--- src/logic/tbl_skip_pkg.sv ---
// Overview of operation
// RULE1 - table pointer is 21 bits, byte addressed, spanning 2 Mbyte of program memory
// RULE2 - pointer bit 0 picks low byte (0) or high byte (1) of a word
// RULE3 - table read loads the addressed program byte into the latch, flags untouched
// RULE4 - table write copies latch into one of 8 holding registers by pointer bits 2:0
// RULE5 - holding registers are the staging data for later flash programming
// RULE6 - mode 0 keeps, 1 post-increments, 2 post-decrements, 3 pre-increments pointer
// RULE7 - skip-if-zero tests register; zero squashes next instruction, two cycles
// RULE8 - skipping a two-word instruction takes three cycles in total
// RULE9 - access bit 0 uses the access bank, 1 uses the bank select register
// RULE10 - access 0 with extended set uses indexed literal offset for addresses to 5Fh
// RULE11 - extended set enable is a configuration bit, enabled when unprogrammed
// RULE12 - table access takes two cycles, transfer in second, pointer updated before next
package tbl_skip_pkg;
  localparam int          PTR_W        = 21;
  localparam int          HOLD_N       = 8;
  localparam int          HOLD_SEL_W   = 3;
  localparam logic [15:0] TBL_MASK     = 16'hFFFC;
  localparam logic [15:0] TBL_RD_PAT   = 16'h0008;
  localparam logic [15:0] TBL_WR_PAT   = 16'h000C;
  localparam logic [15:0] SKIP_MASK    = 16'hFE00;
  localparam logic [15:0] SKIP_PAT     = 16'h6600;
  localparam int          SKIP_A_BIT   = 8;
  localparam logic [7:0]  ILO_LIMIT    = 8'h5F;
  localparam logic [7:0]  ACCESS_HI    = 8'h60;
  localparam logic [3:0]  ACC_BANK_HI  = 4'hF;
  localparam logic [1:0]  MODE_KEEP    = 2'h0;
  localparam logic [1:0]  MODE_POSTINC = 2'h1;
  localparam logic [1:0]  MODE_POSTDEC = 2'h2;
  localparam logic [1:0]  MODE_PREINC  = 2'h3;
  localparam logic        EXT_DEFAULT  = 1'h1;
  localparam logic [7:0]  HOLD_RESET   = 8'hFF;
  typedef enum logic [1:0] {
    ST_IDLE  = 2'b00,
    ST_TABLE = 2'b01,
    ST_SKIP1 = 2'b10,
    ST_SKIP2 = 2'b11
  } state_t;
endpackage

--- src/logic/tbl_skip_exec.sv ---
`timescale 1ns/1ns
`default_nettype none
module tbl_skip_exec (
  input  wire logic        CLOCK_I,
  input  wire logic        RST_N_I,
  input  wire logic        INSTR_VALID_I,
  input  wire logic [15:0] INSTR_I,
  input  wire logic        NEXT_TWO_WORD_I,
  input  wire logic        EXT_SET_CFG_I,
  input  wire logic        CFG_LOAD_I,
  input  wire logic [3:0]  BANK_SELECT_I,
  input  wire logic [7:0]  FSR2_LOW_I,
  input  wire logic [7:0]  REG_DATA_I,
  input  wire logic [7:0]  PROG_BYTE_I,
  input  wire logic        PTR_WR_I,
  input  wire logic [20:0] PTR_WDATA_I,
  input  wire logic        LATCH_WR_I,
  input  wire logic [7:0]  LATCH_WDATA_I,
  output logic      [11:0] REG_ADDR_O,
  output logic      [20:0] PROG_ADDR_O,
  output logic             PROG_RD_O,
  output logic      [20:0] TABLE_POINTER_O,
  output logic      [7:0]  TABLE_LATCH_O,
  output logic      [63:0] HOLD_DATA_O,
  output logic             BUSY_O,
  output logic             SQUASH_O,
  output logic             EXT_SET_ENABLE_O
);
  localparam int P = tbl_skip_pkg::PTR_W;

  tbl_skip_pkg::state_t state_reg;
  logic [P-1:0] table_pointer_reg;
  logic [7:0]   table_latch_reg;
  logic [7:0]   hold_reg [tbl_skip_pkg::HOLD_N];
  logic         is_write_reg;
  logic [1:0]   mode_reg;
  logic         ext_set_reg;
  logic         cfg_seen_reg;
  logic         busy_reg;
  logic         squash_reg;
  logic         prog_rd_reg;
  logic [P-1:0] prog_addr_reg;
  logic [11:0]  reg_addr_reg;

  wire is_tbl  = INSTR_VALID_I && state_reg == tbl_skip_pkg::ST_IDLE
                 && (INSTR_I & tbl_skip_pkg::TBL_MASK) == tbl_skip_pkg::TBL_RD_PAT;
  wire is_tblw = INSTR_VALID_I && state_reg == tbl_skip_pkg::ST_IDLE
                 && (INSTR_I & tbl_skip_pkg::TBL_MASK) == tbl_skip_pkg::TBL_WR_PAT;
  wire is_skip = INSTR_VALID_I && state_reg == tbl_skip_pkg::ST_IDLE
                 && (INSTR_I & tbl_skip_pkg::SKIP_MASK) == tbl_skip_pkg::SKIP_PAT;
  wire [1:0] op_mode = INSTR_I[1:0];

  function automatic logic [P-1:0] ptr_step(input logic [P-1:0] p, input logic [1:0] m,
                                            input logic pre);
    logic [P-1:0] one;
    one = {{(P-1){1'b0}}, 1'b1};
    if (pre)
      ptr_step = (m == tbl_skip_pkg::MODE_PREINC) ? p + one : p;
    else if (m == tbl_skip_pkg::MODE_POSTINC)
      ptr_step = p + one;
    else if (m == tbl_skip_pkg::MODE_POSTDEC)
      ptr_step = p - one;
    else
      ptr_step = p;
  endfunction

  // register address: access bank, bank select, or indexed literal offset
  function automatic logic [11:0] file_addr(input logic [7:0] f, input logic a,
                                            input logic x, input logic [3:0] b,
                                            input logic [7:0] fsr2);
    if (a)
      file_addr = {b, f}; // RULE9
    else if (x && f <= tbl_skip_pkg::ILO_LIMIT)
      file_addr = {4'h0, 8'(fsr2 + f)}; // RULE10
    else if (f >= tbl_skip_pkg::ACCESS_HI)
      file_addr = {tbl_skip_pkg::ACC_BANK_HI, f}; // RULE9
    else
      file_addr = {4'h0, f};
  endfunction

  // configuration bit caught once after reset, defaulting to enabled
  always_ff @(posedge CLOCK_I or negedge RST_N_I) begin
    if (!RST_N_I) begin
      ext_set_reg  <= tbl_skip_pkg::EXT_DEFAULT; // RULE11
      cfg_seen_reg <= 1'b0;
    end else if (CFG_LOAD_I && !cfg_seen_reg) begin
      ext_set_reg  <= EXT_SET_CFG_I; // RULE11
      cfg_seen_reg <= 1'b1;
    end
  end

  always_ff @(posedge CLOCK_I or negedge RST_N_I) begin
    if (!RST_N_I) begin
      state_reg    <= tbl_skip_pkg::ST_IDLE;
      is_write_reg <= 1'b0;
      mode_reg     <= tbl_skip_pkg::MODE_KEEP;
      squash_reg   <= 1'b0;
    end else begin
      case (state_reg)
        tbl_skip_pkg::ST_IDLE: begin
          squash_reg <= 1'b0;
          if (is_tbl || is_tblw) begin
            state_reg    <= tbl_skip_pkg::ST_TABLE; // RULE12
            is_write_reg <= is_tblw;
            mode_reg     <= op_mode;
          end else if (is_skip && REG_DATA_I == 8'h00) begin
            state_reg  <= tbl_skip_pkg::ST_SKIP1; // RULE7
            squash_reg <= 1'b1;
          end
        end
        tbl_skip_pkg::ST_TABLE: state_reg <= tbl_skip_pkg::ST_IDLE;
        tbl_skip_pkg::ST_SKIP1: begin
          if (NEXT_TWO_WORD_I) begin
            state_reg <= tbl_skip_pkg::ST_SKIP2; // RULE8
          end else begin
            state_reg  <= tbl_skip_pkg::ST_IDLE;
            squash_reg <= 1'b0;
          end
        end
        tbl_skip_pkg::ST_SKIP2: begin
          state_reg  <= tbl_skip_pkg::ST_IDLE;
          squash_reg <= 1'b0;
        end
        default: state_reg <= tbl_skip_pkg::ST_IDLE;
      endcase
    end
  end

  // pre-increment applies in the decode cycle, post-step after the transfer
  always_ff @(posedge CLOCK_I or negedge RST_N_I) begin
    if (!RST_N_I) begin
      table_pointer_reg <= '0;
      prog_addr_reg     <= '0;
      prog_rd_reg       <= 1'b0;
    end else begin
      prog_rd_reg <= 1'b0;
      if (is_tbl || is_tblw) begin
        table_pointer_reg <= ptr_step(table_pointer_reg, op_mode, 1'b1); // RULE6
        prog_addr_reg     <= ptr_step(table_pointer_reg, op_mode, 1'b1); // RULE1
        prog_rd_reg       <= is_tbl;
      end else if (state_reg == tbl_skip_pkg::ST_TABLE) begin
        table_pointer_reg <= ptr_step(table_pointer_reg, mode_reg, 1'b0); // RULE6 RULE12
      end else if (PTR_WR_I) begin
        table_pointer_reg <= PTR_WDATA_I;
      end
    end
  end

  // the flash supplies the byte chosen by address bit 0 within its word
  always_ff @(posedge CLOCK_I or negedge RST_N_I) begin
    if (!RST_N_I) begin
      table_latch_reg <= 8'h00;
    end else if (state_reg == tbl_skip_pkg::ST_TABLE && !is_write_reg) begin
      table_latch_reg <= PROG_BYTE_I; // RULE3 RULE2
    end else if (LATCH_WR_I) begin
      table_latch_reg <= LATCH_WDATA_I;
    end
  end

  always_ff @(posedge CLOCK_I or negedge RST_N_I) begin
    if (!RST_N_I) begin
      for (int i = 0; i < tbl_skip_pkg::HOLD_N; i++) begin
        hold_reg[i] <= tbl_skip_pkg::HOLD_RESET;
      end
    end else if (state_reg == tbl_skip_pkg::ST_TABLE && is_write_reg) begin
      hold_reg[prog_addr_reg[tbl_skip_pkg::HOLD_SEL_W-1:0]] <= table_latch_reg; // RULE4
    end
  end

  always_ff @(posedge CLOCK_I or negedge RST_N_I) begin
    if (!RST_N_I) begin
      reg_addr_reg <= 12'h000;
    end else if (INSTR_VALID_I) begin
      reg_addr_reg <= file_addr(INSTR_I[7:0], INSTR_I[tbl_skip_pkg::SKIP_A_BIT], ext_set_reg,
                                BANK_SELECT_I, FSR2_LOW_I);
    end
  end

  always_ff @(posedge CLOCK_I or negedge RST_N_I) begin
    if (!RST_N_I) begin
      busy_reg <= 1'b0;
    end else begin
      busy_reg <= is_tbl || is_tblw;
    end
  end

  // staging data for the flash programmer
  always_comb begin
    for (int i = 0; i < tbl_skip_pkg::HOLD_N; i++) begin
      HOLD_DATA_O[i*8 +: 8] = hold_reg[i]; // RULE5
    end
  end

  assign REG_ADDR_O       = reg_addr_reg;
  assign PROG_ADDR_O      = prog_addr_reg;
  assign PROG_RD_O        = prog_rd_reg;
  assign TABLE_POINTER_O  = table_pointer_reg;
  assign TABLE_LATCH_O    = table_latch_reg;
  assign BUSY_O           = busy_reg;
  assign SQUASH_O         = squash_reg;
  assign EXT_SET_ENABLE_O = ext_set_reg;
endmodule
`default_nettype wire

--- config.mk ---
export PLATFORM = sky130hd
export DESIGN_NAME = tbl_skip_exec
export DESIGN_NICKNAME = d
export VERILOG_FILES = /design/src/logic/tbl_skip_pkg.sv /design/src/logic/tbl_skip_exec.sv
export SDC_FILE = /design/constraint.sdc
export NUM_CORES = 1
export LEC_CHECK = 0
export ABC_AREA = 1
export ABC_CLOCK_PERIOD_IN_PS = 4700
export BUFFER_PORTS_ARGS = -buffer_cell sky130_fd_sc_hd__buf_2
export CAP_MARGIN = 30
export CORE_MARGIN = 3
export CORE_UTILIZATION = 53
export DETAILED_ROUTE_END_ITERATION = 12
export GPL_TIMING_DRIVEN = 0
export HOLD_SLACK_MARGIN = 0.02
export PLACE_DENSITY = 0.9
export SLEW_MARGIN = 20
export SYNTH_ARGS = -nofsm -noshare
export SYNTH_HDL_FRONTEND = slang
export SYNTH_SLANG_ARGS = --single-unit
--- constraint.sdc ---
create_clock -name CLOCK_I -period 4.7 [get_ports CLOCK_I]
set_input_delay 0.705 -clock CLOCK_I [delete_from_list [all_inputs] [get_ports CLOCK_I]]
set_output_delay 0.705 -clock CLOCK_I [all_outputs]
set_load 0.1 [all_outputs]
==> flow_metrics.tcl <==
set metrics [dict create \
    status "finished clean" \
    regArea_sq_um 3480 \
    clk_pin_slew_worst_paths_ns 0.06 \
    grt_overflow 0 \
    ios 211 \
    dpl.hpwl_um 17900 \
    layout-drive-gt1-share_pct 29.9 \
    synth_area_leaders "dfrtp_1, dfstp_2, nand2_1" \
    leakagePower_nw 4.77 \
    gr-usage-all-layers_pct 30.8 \
    yosys.area.top_type "dfrtp_1" \
    criticalPathCategory "reg -> reg" \
    synthAdderAreaFrac_pct 1.91 \
    path_buf_inv 3 \
    fp.dieH_um 126 \
    synth_common_cells "nand2_1, nor2_1, a21oi_1" \
    cp-end-kind "register" \
    setup_viol 0 \
    wl_per_cell_um 17.3 \
    cts_hold_buf 0 \
    synth_top_family_by_area "simple AND/OR/NAND/NOR gates" \
    synth_cell_types 39 \
    hold_path_class "in -> async" \
    finalWeightedCongestion 0.990 \
    drt_iter0_markers 651 \
    synth_warnings 0 \
    syn_inst 995 \
    final_nets 1317 \
    synth-edff-count 0 \
    die-area_sq_um 15800 \
    cp.required_ns 5.04 \
    ant_nets 0 \
    start_kind "register" \
    post_cts_resized 0 \
    irDropWorstVdd_mv 0.344 \
    firstDrtPassIters 7 \
    syn2layout_area_growth_pct 24.5 \
    start_util_pct 54.6 \
    crit_chain "ha_1, clkbuf_1, inv_1, clkbuf_1, nand3_1, nand3_1, o211ai_1, a21oi_1" \
    largest_register_ffs 64 \
    finalHoldViolations 0 \
    path_max_fanout 10 \
    grt_antenna_before_repair 0 \
    cts.sinks 136 \
    synthesis.nets 1087 \
    clk-insertion-delay-late_ns 0.42 \
    postSynthAreaPerCell_sq_um 7.64 \
    finalSetupTns_ns 0 \
    multi_input_area_sq_um 3600 \
    min_period_over_period_pct 48.2 \
    core-area_sq_um 13900 \
    slew_headroom_pct 51.9 \
    synth_compound_area_share_pct 14.4 \
    finalMaxSlewViolations 0 \
    vias 7923 \
    post-cts-setup-buffers 0 \
    synthSimpleGateAreaFrac_pct 28.6 \
    synthMuxAreaShare_pct 0 \
    power_density_nw_per_um2 481 \
    async_flop_share_pct 100 \
    cts_made_buffers 17 \
    cp_slowest_cell "clkbuf_1" \
    reg2reg_slack_ns 2.43 \
    grt_pass1_wl_um 38700 \
    yosysSeqAreaShare_pct 45.8 \
    fmax_ghz 0.441 \
    wirelength_um 24600 \
    grt_pass1_vias 7505 \
    via_per_inst 5.59 \
    clockRootBuffer "clkbuf_16" \
    fill_cells 1150 \
    ys_seq_elements 136 \
    cp_top_family "buffers and inverters" \
    diodes 0 \
    drc 0 \
    synth_top_area_share_pct 23.4 \
    cts_tree "built" \
    rows 43 \
    synth_most_common_cell "nand2_1" \
    htree_num_levels 4 \
    synthFlopType "dfrtp_1" \
    fin_crit_ns 2.27 \
    die_w_um 126 \
    worstMarginPinSlew_ns 0.721 \
    crit_arrival_ns 2.61 \
    synth_xor_area_share_pct 2.42 \
    grt_max_degree 104 \
    grt_setup_unrepaired "no" \
    portBuffers 209 \
    synthesis.area_sq_um 7600 \
    crit_path_max_incr_delay_ns 0.58 \
    skew_ns 0.0114 \
    whs_ns 0.385 \
    clockBufferDepth 2 \
    cap_violations 0 \
]
-- cells in the final DEF, fill, tap and decap left out, types with 3 or more instances in the layout --
master     count
o21ai_0       60
nand2_1      232
inv_1         59
a21oi_1      109
nor4_1         4
inv_2          4
a22o_1         7
o211ai_1      10
a21o_1         3
dfstp_2       65
buf_6          4
nand3b_1       3
nor2_1       158
xor2_1        20
a31oi_1       10
nor2_2         6
nor2_4         8
ha_1          10
clkbuf_1      18
clkinv_4       3
clkbuf_16     17
nand3_1       68
clkinv_1       8
inv_4          3
o21ai_1        3
buf_4          7
nand3_2        3
or2_2          5
buf_2        227
dfrtp_1       71
nand4_1        8
nor3_1         3
-- report_power, final --
| group | leakage (nW) | total [mW] | internal, mW | switching [mW] |
|---|---|---|---|---|
| sequential | 1.53 | 1.44 | 1.32 | 0.124 |
| combinational | 2.96 | 1.87 | 0.371 | 1.50 |
| clock | 0.271 | 1.24 | 0.711 | 0.528 |
| total | 4.77 | 4.55 | 2.40 | 2.15 |
-- final timing paths --
check                                  start                   to  depth (start not counted)
worst max-delay path             mode_reg[0]   TABLE_POINTER_O[8]                          8
worst min-delay path                 RST_N_I      HOLD_DATA_O[52]                          1
worst max register to register   mode_reg[0]   TABLE_POINTER_O[8]                          8
worst min register to register  cfg_seen_reg         cfg_seen_reg                          2
max in group asynchronous            RST_N_I  TABLE_POINTER_O[19]                          2
min in group CLOCK_I            cfg_seen_reg         cfg_seen_reg                          2
-- through the flow --
stage | util (%) | cells | power [mW] | instance area, sq um | setup WS, ns
finish | 67.9 | 1418 | 4.55 | 9470 | 2.43
CTS | 67.9 | 1417 | 4.54 | 9460 | 2.50
floorplan | - | 995 | 2.91 | 7600 | 2.28
detailed placement | 64.0 | 1385 | 3.30 | 8910 | 2.15
global placement | 63.7 | 1384 | 3.27 | 8880 | 1.16
global route | 67.9 | 1418 | 4.77 | 9470 | 2.34
-- cell type report --
type	instances	area share (%)
Buffer	47	2.70
Clock buffer	21	4.86
Clock inverter	11	0.912
Inverter	71	2.81
Multi-Input combinational cell	741	38.0
Sequential cell	136	36.8
Tap cell	180	2.38
Timing Repair Buffer	211	11.5
-- per-layer routing --
layer / up-vias / global-route usage [%] / wire length (um)
li1: 3739 / - / -
met1: 3686 / 40.2 / 10100
met2: 442 / 48.9 / 11300
met3: 56 / 8.78 / 2430
met4: 0 / 12.2 / 693
met5: - / 0 / 0
-- logic make-up (layout without fill, tap and decap cells) --
family	Yosys count	count (layout)
and+or+nand+nor	505	505
AOI/OAI and AO/OA	204	204
DFF	136	136
buffers and inverters	118	361
xor gates and xnor gates	21	21
adders and majority gates	11	11
Power figures use the tool's default switching activity.
